### config.mk
export PLATFORM = sky130hd
export DESIGN_NAME = stack_shift_core
export DESIGN_NICKNAME = d
export VERILOG_FILES = /design/src/stack_shift_pkg.sv /design/src/shift_unit.sv /design/src/stack_shift_core.sv
export SDC_FILE = /design/constraint.sdc
export NUM_CORES = 2
export LEC_CHECK = 0
export BUFFER_PORTS_ARGS = -buffer_cell sky130_fd_sc_hd__buf_4
export CORE_UTILIZATION = 25
export DETAILED_ROUTE_END_ITERATION = 8
export PLACE_DENSITY_LB_ADDON = 0.2
export SKIP_CTS_REPAIR_TIMING = 1
export SYNTH_ARGS = -nofsm -noshare
export SYNTH_HDL_FRONTEND = slang
export SYNTH_SLANG_ARGS = --single-unit
### constraint.sdc
create_clock -name i_clk -period 7.1 [get_ports i_clk]
set_input_delay 1.42 -clock i_clk [delete_from_list [all_inputs] [get_ports i_clk]]
set_output_delay 1.42 -clock i_clk [all_outputs]
set_load 0.02 [all_outputs]
### src/stack_shift_pkg.sv
// package for the stack and shift execution unit
// assumes a 20-bit register file of 16 entries and a word-wide data memory
package stack_shift_pkg;
  localparam int REG_W = 20;
  localparam int WORD_W = 16;
  localparam int NREG = 16;
  localparam int IDX_W = 4;
  localparam int CNT_W = 5;
  localparam int MSB_A = 19;
  localparam int MSB_W = 15;
  localparam int MSB_B = 7;
  localparam logic [IDX_W-1:0] SR_IDX = 4'h2;
  localparam logic [IDX_W-1:0] SP_IDX = 4'h1;
  localparam logic [REG_W-1:0] STEP_WORD = 20'h00002;
  localparam logic [REG_W-1:0] STEP_ADDR = 20'h00004;
  localparam logic [REG_W-1:0] OVF_LO_A = 20'h40000;
  localparam logic [REG_W-1:0] OVF_HI_A = 20'hC0000;
  localparam logic [REG_W-1:0] OVF_LO_W = 20'h04000;
  localparam logic [REG_W-1:0] OVF_HI_W = 20'h0C000;
  localparam logic [REG_W-1:0] OVF_LO_B = 20'h00040;
  localparam logic [REG_W-1:0] OVF_HI_B = 20'h000C0;
  localparam logic [REG_W-1:0] MASK_A = 20'hFFFFF;
  localparam logic [REG_W-1:0] MASK_W = 20'h0FFFF;
  localparam logic [REG_W-1:0] MASK_B = 20'h000FF;
  // status register flag positions
  localparam int FLAG_C = 0;
  localparam int FLAG_Z = 1;
  localparam int FLAG_N = 2;
  localparam int FLAG_V = 8;
  localparam logic [2:0] SHIFT_MAX = 3'h4;
  localparam logic [CNT_W-1:0] CNT_MAX = 5'h10;
  typedef enum logic [1:0] {SZ_BYTE, SZ_WORD, SZ_ADDR} size_t;
  typedef enum logic [2:0] {OP_PUSH_MULTIPLE, OP_POP_MULTIPLE, OP_PUSH_SINGLE_EXT, OP_POP_SINGLE_EXT, OP_SLAM, OP_SLAX, OP_ROTATE_LEFT_CARRY_EXT, OP_SRAM} op_t;
endpackage

### src/shift_unit.sv
// single-cycle shift datapath with flag generation
// assumes the caller has checked the shift count range
`timescale 1ns/10ps
module shift_unit
  import stack_shift_pkg::*;
(
  input wire logic [2:0] i_op,
  input wire logic [1:0] i_size,
  input wire logic [2:0] i_count,
  input wire logic [REG_W-1:0] i_val,
  input wire logic i_carry,
  output logic [REG_W-1:0] o_res,
  output logic o_c,
  output logic o_z,
  output logic o_n,
  output logic o_v
);
  // --------------------------------
  // width helpers
  // --------------------------------
  function automatic logic [REG_W-1:0] size_mask(input logic [1:0] s);
    unique case (s)
      SZ_BYTE: size_mask = MASK_B;
      SZ_WORD: size_mask = MASK_W;
      default: size_mask = MASK_A;
    endcase
  endfunction
  function automatic int size_msb(input logic [1:0] s);
    unique case (s)
      SZ_BYTE: size_msb = MSB_B;
      SZ_WORD: size_msb = MSB_W;
      default: size_msb = MSB_A;
    endcase
  endfunction
  // --------------------------------
  // shift and flags
  // --------------------------------
  always_comb begin
    logic [REG_W-1:0] m;
    logic [REG_W-1:0] v;
    logic [REG_W-1:0] r;
    logic c;
    int msb;
    m = size_mask(i_size);
    msb = size_msb(i_size);
    v = i_val & m;
    r = v;
    c = i_carry;
    o_v = 1'b0;
    unique case (op_t'(i_op))
      OP_SLAM: begin
        for (int k = 0; k < 4; k++) begin
          if (k < int'(i_count)) begin
            c = r[msb];
            r = (r << 1) & m;
          end
        end
      end
      OP_SLAX, OP_ROTATE_LEFT_CARRY_EXT: begin
        c = v[msb];
        r = ((v << 1) | ((op_t'(i_op) == OP_ROTATE_LEFT_CARRY_EXT) ? {{(REG_W-1){1'b0}}, i_carry} : '0)) & m;
        unique case (i_size)
          SZ_BYTE: o_v = (v >= OVF_LO_B) && (v < OVF_HI_B);
          SZ_WORD: o_v = (v >= OVF_LO_W) && (v < OVF_HI_W);
          default: o_v = (v >= OVF_LO_A) && (v < OVF_HI_A);
        endcase
      end
      OP_SRAM: begin
        for (int k = 0; k < 4; k++) begin
          if (k < int'(i_count)) begin
            c = r[0];
            r = ((r >> 1) | (r & (MASK_A ^ (MASK_A >> 1)) >> (REG_W-1-msb))) & m;
          end
        end
      end
      default: r = v;
    endcase
    o_res = r;
    o_c = c;
    o_z = (r == '0);
    o_n = r[msb];
  end
endmodule // shift_unit

### src/stack_shift_core.sv
// execution unit for multi-register and single push/pop and extended shifts
// assumes a word-wide data memory with one-cycle acknowledge; single operands
// arrive already fetched by the address generator of the core
//
// What this block does
// - address-word multi pop fills ascending from dst-n+1, sp rises by 4n
// - word multi pop raises sp by 2n and clears bits 19:16 of each register
// - multi pop keeps flags unless the status register itself is restored
// - multi push stores from named register downward, count 1 to 16
// - address-word multi push: sp minus 4 each, upper part at higher address
// - word multi push: sp minus 2 each, registers themselves untouched
// - single pop copies top item, sp plus 4 address-word, else plus 2
// - single pop accepts register, indexed, symbolic, absolute destinations, 20-bit
// - single push lowers sp first, then writes source at new top
// - single push accepts all seven source addressing modes
// - multi push and multi shifts need no extension word
// - multi left shift by 1 to 4, zero fill
// - multi left shift carry from msb, msb-1, msb-2, msb-3
// - word multi left shift clears 19:16; v cleared; z on zero
// - multi left shift negative from bit 19, bit 15 or bit 7, by operand size
// - single left shift: msb to carry, zero into lsb
// - single left shifts set v for operand in overflow window
// - rotate left through carry puts old carry into lsb
// - single left shifts set z on zero and n from top bit
// - multi right shift keeps sign, last bit out goes to carry
// - word multi right shift clears bits 19:16
// - pushes, shifts and pops other than into the status register leave oscillator, core-off and irq enable bits
// - address-word multi pop restores 20 bits from two stack words
`timescale 1ns/10ps
module stack_shift_core
  import stack_shift_pkg::*;
(
  input wire logic i_clk,
  input wire logic i_rst,
  input wire logic i_ce,
  input wire logic i_start,
  input wire logic [2:0] i_op,
  input wire logic [1:0] i_size,
  input wire logic [CNT_W-1:0] i_count,
  input wire logic [IDX_W-1:0] i_dst,
  input wire logic [REG_W-1:0] i_operand,
  input wire logic [REG_W-1:0] i_mem_rdata,
  input wire logic i_mem_ack,
  output logic o_busy,
  output logic o_done,
  output logic o_error,
  output logic o_mem_req,
  output logic o_mem_we,
  output logic [REG_W-1:0] o_mem_addr,
  output logic [WORD_W-1:0] o_mem_wdata,
  output logic [REG_W-1:0] o_result,
  output logic o_result_valid,
  output logic [REG_W-1:0] o_reg_dbg,
  input wire logic [IDX_W-1:0] i_dbg_idx
);
  // --------------------------------
  // state and storage
  // --------------------------------
  typedef enum logic [2:0] {ST_IDLE, ST_PUSH, ST_POP, ST_DONE} state_t;
  state_t state, next_state;
  logic [REG_W-1:0] regs [NREG];
  logic [REG_W-1:0] next_regs [NREG];
  logic [IDX_W-1:0] idx, next_idx;
  logic [CNT_W-1:0] left, next_left;
  logic half, next_half;
  logic [2:0] op, next_op;
  logic [1:0] sz, next_sz;
  logic [REG_W-1:0] hold, next_hold;
  logic busy, next_busy, done, next_done, err, next_err;
  logic req, next_req, we, next_we;
  logic [REG_W-1:0] addr, next_addr;
  logic [WORD_W-1:0] wdata, next_wdata;
  logic [REG_W-1:0] result, next_result;
  logic rvalid, next_rvalid;
  logic [REG_W-1:0] dbg, next_dbg;
  logic [REG_W-1:0] sh_res;
  logic sh_c, sh_z, sh_n, sh_v;
  logic is_shift, bad_count;
  logic [IDX_W-1:0] op_start_idx;

  // --------------------------------
  // shift datapath
  // --------------------------------
  shift_unit u_shift (
    .i_op(i_op),
    .i_size(i_size),
    .i_count(i_count[2:0]),
    .i_val((i_op == OP_SLAX || i_op == OP_ROTATE_LEFT_CARRY_EXT) ? i_operand : regs[i_dst]),
    .i_carry(regs[SR_IDX][FLAG_C]),
    .o_res(sh_res),
    .o_c(sh_c),
    .o_z(sh_z),
    .o_n(sh_n),
    .o_v(sh_v)
  );

  assign is_shift = (i_op == OP_SLAM) || (i_op == OP_SRAM);
  // count checks; multi pushes decode without a prefix word, so count is in i_count
  assign bad_count = ((i_op == OP_PUSH_MULTIPLE || i_op == OP_POP_MULTIPLE) &&
                      (i_count == '0 || i_count > CNT_MAX)) ||
                     (is_shift && (i_count == '0 || i_count > {2'h0, SHIFT_MAX}));

  function automatic logic [REG_W-1:0] step_of(input logic [1:0] s);
    step_of = (s == SZ_ADDR) ? STEP_ADDR : STEP_WORD;
  endfunction

  // count of registers moved by the running multi push; start index minus final index plus one
  function automatic logic [CNT_W-1:0] left_init(input logic [IDX_W-1:0] i);
    left_init = {1'b0, op_start_idx - i} + 5'h01;
  endfunction

  // --------------------------------
  // next state
  // --------------------------------
  always_comb begin
    next_state = state;
    next_regs = regs;
    next_idx = idx;
    next_left = left;
    next_half = half;
    next_op = op;
    next_sz = sz;
    next_hold = hold;
    next_busy = busy;
    next_done = 1'b0;
    next_err = 1'b0;
    next_req = req;
    next_we = we;
    next_addr = addr;
    next_wdata = wdata;
    next_result = result;
    next_rvalid = 1'b0;
    next_dbg = regs[i_dbg_idx];
    unique case (state)
      ST_IDLE: begin
        if (i_start && bad_count) begin
          next_err = 1'b1;
          next_done = 1'b1;
        end else if (i_start) begin
          next_op = i_op;
          next_sz = i_size;
          next_left = i_count;
          next_half = 1'b0;
          next_busy = 1'b1;
          unique case (op_t'(i_op))
            OP_PUSH_MULTIPLE: begin
              next_idx = i_dst;
              next_addr = regs[SP_IDX] - STEP_WORD;
              next_wdata = (i_size == SZ_ADDR) ? {12'h000, regs[i_dst][MSB_A:WORD_W]}
                                               : regs[i_dst][WORD_W-1:0];
              next_half = (i_size == SZ_ADDR);
              next_we = 1'b1;
              next_req = 1'b1;
              next_state = ST_PUSH;
            end
            OP_PUSH_SINGLE_EXT: begin
              next_regs[SP_IDX] = regs[SP_IDX] - step_of(i_size);
              next_addr = regs[SP_IDX] - STEP_WORD;
              next_wdata = (i_size == SZ_ADDR) ? {12'h000, i_operand[MSB_A:WORD_W]} : i_operand[WORD_W-1:0];
              next_half = (i_size == SZ_ADDR);
              next_hold = i_operand;
              next_left = 5'h01;
              next_we = 1'b1;
              next_req = 1'b1;
              next_state = ST_PUSH;
            end
            OP_POP_MULTIPLE, OP_POP_SINGLE_EXT: begin
              next_idx = (i_op == OP_POP_MULTIPLE) ? i_dst - i_count[IDX_W-1:0] + 4'h1 : i_dst;
              next_left = (i_op == OP_POP_MULTIPLE) ? i_count : 5'h01;
              next_addr = regs[SP_IDX];
              next_we = 1'b0;
              next_req = 1'b1;
              next_state = ST_POP;
            end
            default: begin
              // shifts complete in one cycle, mode bits untouched
              next_regs[i_dst] = sh_res;
              if (is_shift || i_op == OP_SLAX || i_op == OP_ROTATE_LEFT_CARRY_EXT) begin
                next_result = sh_res;
                next_regs[SR_IDX][FLAG_C] = sh_c;
                next_regs[SR_IDX][FLAG_Z] = sh_z;
                next_regs[SR_IDX][FLAG_N] = sh_n;
                next_regs[SR_IDX][FLAG_V] = sh_v;
              end
              if (i_op == OP_SLAX || i_op == OP_ROTATE_LEFT_CARRY_EXT) begin
                next_regs[i_dst] = regs[i_dst]; // memory operands are written back by caller
                next_rvalid = 1'b1;
              end
              next_busy = 1'b0;
              next_done = 1'b1;
            end
          endcase
        end
      end
      ST_PUSH: begin
        if (i_mem_ack) begin
          next_addr = addr - STEP_WORD;
          if (half) begin
            // upper part sits at the higher address, lower word follows below
            next_wdata = (op == OP_PUSH_SINGLE_EXT) ? hold[WORD_W-1:0] : regs[idx][WORD_W-1:0];
            next_half = 1'b0;
          end else if (left == 5'h01 || op == OP_PUSH_SINGLE_EXT) begin
            if (op == OP_PUSH_MULTIPLE) begin
              next_regs[SP_IDX] = regs[SP_IDX] - (step_of(sz) * REG_W'(left_init(idx)));
            end
            next_req = 1'b0;
            next_we = 1'b0;
            next_state = ST_DONE;
          end else begin
            next_idx = idx - 4'h1;
            next_left = left - 5'h01;
            next_wdata = (sz == SZ_ADDR) ? {12'h000, regs[idx - 4'h1][MSB_A:WORD_W]} : regs[idx - 4'h1][WORD_W-1:0];
            next_half = (sz == SZ_ADDR);
          end
        end
      end
      ST_POP: begin
        if (i_mem_ack) begin
          next_addr = addr + STEP_WORD;
          if (sz == SZ_ADDR && !half) begin
            next_hold = {4'h0, i_mem_rdata[WORD_W-1:0]};
            next_half = 1'b1;
          end else begin
            if (sz == SZ_ADDR) begin
              next_result = {i_mem_rdata[3:0], hold[WORD_W-1:0]};
            end else begin
              next_result = {4'h0, i_mem_rdata[WORD_W-1:0]} & ((sz == SZ_BYTE) ? MASK_B : MASK_W);
            end
            if (op == OP_POP_MULTIPLE) begin
              next_regs[idx] = next_result;
            end else begin
              next_rvalid = 1'b1;
            end
            next_half = 1'b0;
            if (left == 5'h01) begin
              next_regs[SP_IDX] = next_addr;
              if (op == OP_POP_SINGLE_EXT && sz != SZ_ADDR) begin
                next_regs[SP_IDX] = regs[SP_IDX] + STEP_WORD;
              end
              next_req = 1'b0;
              next_state = ST_DONE;
            end else begin
              next_idx = idx + 4'h1;
              next_left = left - 5'h01;
            end
          end
        end
      end
      ST_DONE: begin
        next_busy = 1'b0;
        next_done = 1'b1;
        next_state = ST_IDLE;
      end
      default: next_state = ST_IDLE;
    endcase
  end

  // named register of the running operation, kept for the final stack pointer step
  always_ff @(posedge i_clk) begin
    if (i_rst) begin
      op_start_idx <= '0;
    end else if (i_ce && state == ST_IDLE && i_start) begin
      op_start_idx <= i_dst;
    end
  end

  // --------------------------------
  // registers
  // --------------------------------
  always_ff @(posedge i_clk) begin
    if (i_rst) begin
      state <= ST_IDLE;
      for (int k = 0; k < NREG; k++) begin
        regs[k] <= '0;
      end
      idx <= '0;
      left <= '0;
      half <= 1'b0;
      op <= '0;
      sz <= '0;
      hold <= '0;
      busy <= 1'b0;
      done <= 1'b0;
      err <= 1'b0;
      req <= 1'b0;
      we <= 1'b0;
      addr <= '0;
      wdata <= '0;
      result <= '0;
      rvalid <= 1'b0;
      dbg <= '0;
    end else if (i_ce) begin
      state <= next_state;
      regs <= next_regs;
      idx <= next_idx;
      left <= next_left;
      half <= next_half;
      op <= next_op;
      sz <= next_sz;
      hold <= next_hold;
      busy <= next_busy;
      done <= next_done;
      err <= next_err;
      req <= next_req;
      we <= next_we;
      addr <= next_addr;
      wdata <= next_wdata;
      result <= next_result;
      rvalid <= next_rvalid;
      dbg <= next_dbg;
    end
  end

  assign o_busy = busy;
  assign o_done = done;
  assign o_error = err;
  assign o_mem_req = req;
  assign o_mem_we = we;
  assign o_mem_addr = addr;
  assign o_mem_wdata = wdata;
  assign o_result = result;
  assign o_result_valid = rvalid;
  assign o_reg_dbg = dbg;
endmodule // stack_shift_core

== Word-level counts from Yosys, hierarchy flattened ==
Index checks and enable logic that the tools add are counted.

* Equality and inequality tests: 41
* Reduce and logical (&&, ||, !) cells: 52
* Add/sub/neg operators: 14
* $mul: 1
* Shift-type cells: 1
* Mux-type cells: 202
* $lt $le $gt $ge: 19
* Bitwise logic cells: 25

{| class="wikitable"
|+ Operator list
! operator !! count
|-
| 2-to-1 mux 320 bit || 6
|-
| bitwise mux 320 bit || 3
|-
| 2-to-1 mux 20 bit || 44
|-
| case mux 280 bit (2 select lines) || 1
|-
| binary-select mux 20 bit (select 4 bit) || 4
|-
| AND 20 bit || 14
|-
| 2-to-1 mux 280 bit || 1
|-
| 2-to-1 mux 16 bit || 17
|-
| case mux 20 bit (2 select lines) || 5
|-
| case mux 20 bit (3 select lines) || 3
|-
| demux 20 bit (select 4 bit) || 2
|-
| case mux 16 bit (2 select lines) || 3
|-
| bitwise OR 19 x 20 -> 20 bit || 4
|-
| 2-to-1 mux 1 bit || 59
|-
| 2-to-1 mux 3 bit || 15
|-
| 2-to-1 mux 5 bit || 9
|-
| adder 20 x 2 -> 20 bit, second input constant || 2
|-
| subtractor 20 x 2 -> 20 bit, second input constant || 2
|-
| 2-to-1 mux 4 bit || 9
|-
| != test 2 bit, second input constant || 18
|-
| >> shifter 20 x 32 -> 20 bit, first input constant || 1
|-
| subtractor 6 x 32 -> 32 bit, first input constant || 1
|-
| binary-select mux 1 bit (select 5 bit) || 5
|-
| AND reduction 8 bit || 3
|-
| 60 further kinds || 124
|}

* Bits of input ports: 63
* Register bits after elaboration: 440
* Output and inout bits: 82

== Longest topological paths before layout ==
* Depth in word-level cells: 40
* Mapped depth: 23

== By module ==
A second synthesis with hierarchy kept.

* Cells, all modules: 4664
* Area total of the unflattened synthesis: 38303.0 um^2

{| class="wikitable"
|+ By module, submodules not included
! module !! cells each !! area each (um^2) !! times used
|-
| stack_shift_core || 4240 || 35615.4 || 1
|-
| shift_unit || 424 || 2687.6 || 1
|}

== Worst setup path after synthesis ==
Ideal clock, no wire load.

* Path kind: flip-flop to flip-flop
* Start point: register idx[1]
* End point: register regs[295] (netlist bit)
* Cell stages (with the launch flop): 22
* Path slack: 1.878 ns
* Data arrival time: 5.146 ns
* Cell sequence: dfxtp_1 > clkbuf_1 > buf_1 > clkbuf_1 > inv_1 > fa_1 > ha_1 > xnor2_1 > o21ai_0 > fa_1 > inv_1 > ha_1 > inv_1 > a41oi_1 > o21ai_0 > a21boi_0 > o31a_1 > nor3_1 > xor2_1 > a221oi_1 > or3_1 > o22ai_1

* Word-level cells in the longest chain between the ends: 11
* Elaborated cells on any way between the ends: 20
* Classes of those cells: add/sub: 3; mul: 1; order compare: 2; mux: 12; bitwise: 1; reduce/logical: 1

{| class="wikitable"
|+ RTL lines
! item !! RTL line !! RTL
|-
| from (decl) || stack_shift_core.sv:63 || <nowiki>logic [IDX_W-1:0] idx, next_idx;</nowiki>
|-
| from (signal assigned) || stack_shift_core.sv:295 || <nowiki>idx <= next_idx;</nowiki>
|-
| parallel branches: the longest is 10 deep, another holds subtractor 20 x 8 -> 20 bit || n/a ||
|-
| case mux 20 bit (3 select lines) (*) || stack_shift_core.sv:134 || <nowiki>unique case (state)</nowiki>
|-
| to (signal assigned) || stack_shift_core.sv:294 || <nowiki>regs <= next_regs;</nowiki>
|-
| to (decl) || stack_shift_core.sv:61 || <nowiki>logic [REG_W-1:0] regs [NREG];</nowiki>
|}

Mark *: on every way between the ends. The select of a mux whose other input is x is not followed.
A chain may end at the register's enable or synchronous reset.

== Worst setup path after layout ==
* Start point: input i_dst[3]
* End point: register regs[48] (netlist bit)

* Word-level cells in the longest chain between the ends: 33
* Elaborated cells on any way between the ends: 51
* Classes of those cells: order compare: 2; mux: 28; bitwise: 20; reduce/logical: 1

{| class="wikitable"
|+ RTL lines
! item !! RTL line !! RTL
|-
| from (decl) || stack_shift_core.sv:40 || <nowiki>input wire logic [IDX_W-1:0] i_dst,</nowiki>
|-
| inverter 4 -> 5 bit (implied by the code) (*) || stack_shift_core.sv:88, stack_shift_core.sv:177, stack_shift_core.sv:186 ||
|-
| binary-select mux 20 bit (select 4 bit) || stack_shift_core.sv:88, stack_shift_core.sv:186 ||
|-
| 2-to-1 mux 20 bit (implied by the code) (2 in a row) || stack_shift_core.sv:88, stack_shift_core.sv:186 ||
|-
| 2-to-1 mux 20 bit || stack_shift_core.sv:88 || <nowiki>.i_val((i_op == OP_SLAX || i_op == OP_ROTATE_LEFT_CARRY_EXT) ? i_operand : regs[i_dst]),</nowiki>
|-
| AND 20 bit || shift_unit.sv:46 || <nowiki>v = i_val & m;</nowiki>
|-
| AND 20 bit || shift_unit.sv:72 || <nowiki>r = ((r >> 1) | (r & (MASK_A ^ (MASK_A >> 1)) >> (REG_W-1-msb))) & m;</nowiki>
|-
| bitwise OR 19 x 20 -> 20 bit || shift_unit.sv:72 ||
|-
| AND 20 bit || shift_unit.sv:72 ||
|-
| (+16 left out) || n/a ||
|-
| case mux 20 bit (3 select lines) || shift_unit.sv:50 || <nowiki>unique case (op_t'(i_op))</nowiki>
|-
| bitwise mux 320 bit || stack_shift_core.sv:177 || <nowiki>next_regs[i_dst] = sh_res;</nowiki>
|-
| bitwise mux 320 bit || stack_shift_core.sv:186 || <nowiki>next_regs[i_dst] = regs[i_dst];</nowiki>
|-
| 2-to-1 mux 320 bit (*) || stack_shift_core.sv:185 || <nowiki>if (i_op == OP_SLAX || i_op == OP_ROTATE_LEFT_CARRY_EXT) begin</nowiki>
|-
| 2-to-1 mux 280 bit (*) || stack_shift_core.sv:145 || <nowiki>unique case (op_t'(i_op))</nowiki>
|-
| 2-to-1 mux 320 bit (*) || stack_shift_core.sv:139 || <nowiki>end else if (i_start) begin</nowiki>
|-
| 2-to-1 mux 320 bit (*) || stack_shift_core.sv:136 || <nowiki>if (i_start && bad_count) begin</nowiki>
|-
| case mux 280 bit (2 select lines) (*) || stack_shift_core.sv:134 ||
|}

Every way passes the cells marked *; elsewhere a longest branch is shown, timed or not. The select of a mux whose other input is x is not followed.

==> impl_metrics.csv <==
group,metric,value,unit
flow_run,max_cap_viol_count,1,
place,pre_cts_ws,0.957,ns
clocking,numCtsBuffers,60,
timing,relSlewSlack,-3.06,%
worst_hold_path,worstHoldEndpoint,"o_result[15]",
clocking,numClockSinks,439,
synthesis,yosys.area.top_type_share,23.9,%
synthesis,syn-instance-count,4451,
synthesis,synthesis.nets,4552,
status,failed_checks,"max-capacitance violations, max-slew violations",
synthesis,ys_top_cells_by_area,"dfxtp_1, mux4_2, mux2i_1",
power_and_ir_drop,power.density,203,nW/um^2
worst_setup_path,arrival,6.23,ns
drt,wl_per_cell,37.8,um
layout,nFillCells,15661,
synthesis,ys_seq_area_share,23.9,%
global_route,grt_overflow,0,
timing,slew_violations,8,
die,die_width,386,um
timing,final.period_utilization,80.4,%
power_and_ir_drop,total_leakage_power,14.8,nW
timing,fmax,175,MHz
place,post_dp_cell_area,40700,um^2
drt,drc,0,
synthesis,synth_cell_types,103,
drt,vias_per_cell,6.54,
drt,ant_nets,0,
clocking,clk_path_buf_depth,3,
clocking,root_buffer,"clkbuf_16",
worst_setup_path,reg2reg_to,"regs[292]",
global_route,grt_usage,31.9,%
synthesis,synth.most_common_cell,"nor2_1",
timing,tns,0,ns
worst_hold_path,hold_depth,2,
timing,finClkSkew,0.0818,ns
die,core,146000,um^2
worst_setup_path,path_class,"in -> reg",
synthesis,syn_avg_cell_area,8.27,um^2
drt,drt-pass1-iter-count,9,
place,gp_congestion,1.06,
worst_setup_path,path_max_fanout,38,
place,post-dp-hpwl,180000,um
drt,routed_wl,244000,um
die,initial_core_util,25.2,%
layout,layout.nets,4579,
die,ios,145,
worst_setup_path,startpoint_type,"input port",
timing,setup_viol,0,
synthesis,ys_warn_count,0,
worst_hold_path,hp-class,"reg -> reg",
timing,hold_violations,0,
status,outcome,"complete, but fails checks",
clocking,insertion_delay,0.73,ns
place,io_buffers,140,
synthesis,ys_top_cells_by_count,"nor2_1, dfxtp_1, nand2_1, a21oi_1, clkbuf_1",
drt,drt-initial-drc-count,7051,
die,die_h,386,um
timing,worstMarginPinSlew,1.54,ns
clocking,cts_max_level,2,
layout,drive_gt1_share,20.0,%
worst_hold_path,holdCritStartpoint,"o_result[15]",
power_and_ir_drop,vdd_drop_max,201,uV
synthesis,async_reset_ff_share,0,%
layout,stdcell_area,43000,um^2
layout,syn2layout_area_growth,16.8,%
synthesis,yosys.area.top_type,"dfxtp_1",
worst_setup_path,end_kind,"flip-flop",
synthesis,synth-seq-cells,439,
die,die_area,149000,um^2
global_route,antenna_found_initial,18,
timing,rsz0062_at_grt,"no",
die,core.rowCount,140,
worst_setup_path,rr_worst_depth,19,
drt,vias,42240,
global_route,grt_start_max_net_pins,153,
worst_setup_path,cp.required,7.62,ns
global_route,grt_pass1_wl,331000,um
timing,whs,0.463,ns
worst_setup_path,regToRegSetupSlack,1.65,ns
clocking,clkTransAtPathRegs,0.06,ns
synthesis,ys.flop_type,"dfxtp_1",
clocking,cts_tree,"yes",
timing,fin_ws,1.39,ns
synthesis,syn_area,36800,um^2
timing,period_minus_slack,5.71,ns
worst_setup_path,r2r-start,"idx[0]",
synthesis,synth_edf_count,0,
global_route,grt_pass1_vias,38533,
layout by cell type (no fill, tap or decap), types with 112 or more instances in the layout:
cell type,instances
nor2_1,552
dfxtp_1,435
mux2i_1,218
mux4_2,282
a21oi_1,374
nand3_1,121
buf_4,390
nor3_1,112
a211oi_1,133
nand2_1,402
o21ai_0,308
worst max-delay path, stage by stage:
cell and delay, ns:
buf_4 0.61, nor2b_2 0.49, buf_12 0.25, a22oi_1 0.31, a41oi_1 0.42, nand2_1 0.32, a221oi_1 0.45, o211ai_1 0.34
o311ai_0 0.60, buf_4 0.22, a21oi_1 0.10, buf_12 0.17, a222oi_1 0.35, nor2_1 0.06
routing by layer:
metal	vias up	global-route usage, %	wire (um)
met2	3198	46.6	103000
met1	21269	41.5	95900
met3	606	8.51	28300
met4	8	19.6	17600
met5	-	0	50
li1	17159	-	-
registers in the layout (all words and copies together), names as in the netlist, 2 cells and up, named ones only:
signal / flops
o_result: 20
idx: 4
op: 3
left: 5
hold: 16
state: 2
sz: 2
op_start_idx: 4
o_reg_dbg: 20
o_mem_wdata: 16
o_mem_addr: 20
regs: 315
per-stage QoR:
stage / std cells / total power [mW] / util, %
6_report: 6462 / 8.75 / 29.5
3_3_place_gp: 6333 / 5.16 / 27.9
2_1_floorplan: 4451 / 4.06 / -
5_1_grt: 6446 / 8.92 / 29.4
3_5_place_dp: 6333 / 5.16 / 27.9
4_1_cts: 6445 / 8.65 / 29.4
worst max-delay path by stage:
| stage | slack (ns) | depth (start not counted) | to | start |
|---|---|---|---|---|
| 4_1_cts | 1.67 | 19 | regs[292] | idx[0] |
| 6_report | 1.39 | 14 | regs[48] | i_dst[3] |
| 3_3_place_gp | 0.93 | 14 | regs[148] | i_dst[3] |
| 5_1_grt | 1.25 | 19 | regs[295] | idx[0] |
| 3_5_place_dp | 0.96 | 14 | regs[28] | i_dst[3] |
| 2_1_floorplan | 1.88 | 21 | regs[295] | idx[1] |
report_power, final:
| part | internal (mW) | leakage [nW] | switching [mW] |
|---|---|---|---|
| Clock | 2.12 | 1.10 | 1.41 |
| Combinational | 0.781 | 10.1 | 1.80 |
| Sequential | 2.53 | 3.55 | 0.116 |
| Total | 5.43 | 14.8 | 3.32 |
cell families (layout without fill, tap and decap cells):
logic type               Yosys count  count (layout)  share of synthesized area (%)
adder cells (fa/ha/maj)           38              38                           1.37
flip-flops                       439             439                           23.9
AO/OA/AOI/OAI                   1427            1427                           25.6
buffers and inverters            497             574                           5.63
other                              1              18                         0.0102
AND/OR/NAND/NOR                 1438            1438                           17.4
XOR/XNOR                          80              80                           1.92
multiplexers                     531             531                           24.2
area by class of cell:
type	instances	area, um^2	area share, %
well taps	1917	2400	5.58
multi-input cells	3515	26200	60.8
inverters	60	225	0.524
clock inverters	32	467	1.09
repair buffers	402	3150	7.34
clock buffers	80	1750	4.06
diodes	17	42.5	0.0990
flip-flops and latches	439	8800	20.5
(Power assumes the default switching activity.)
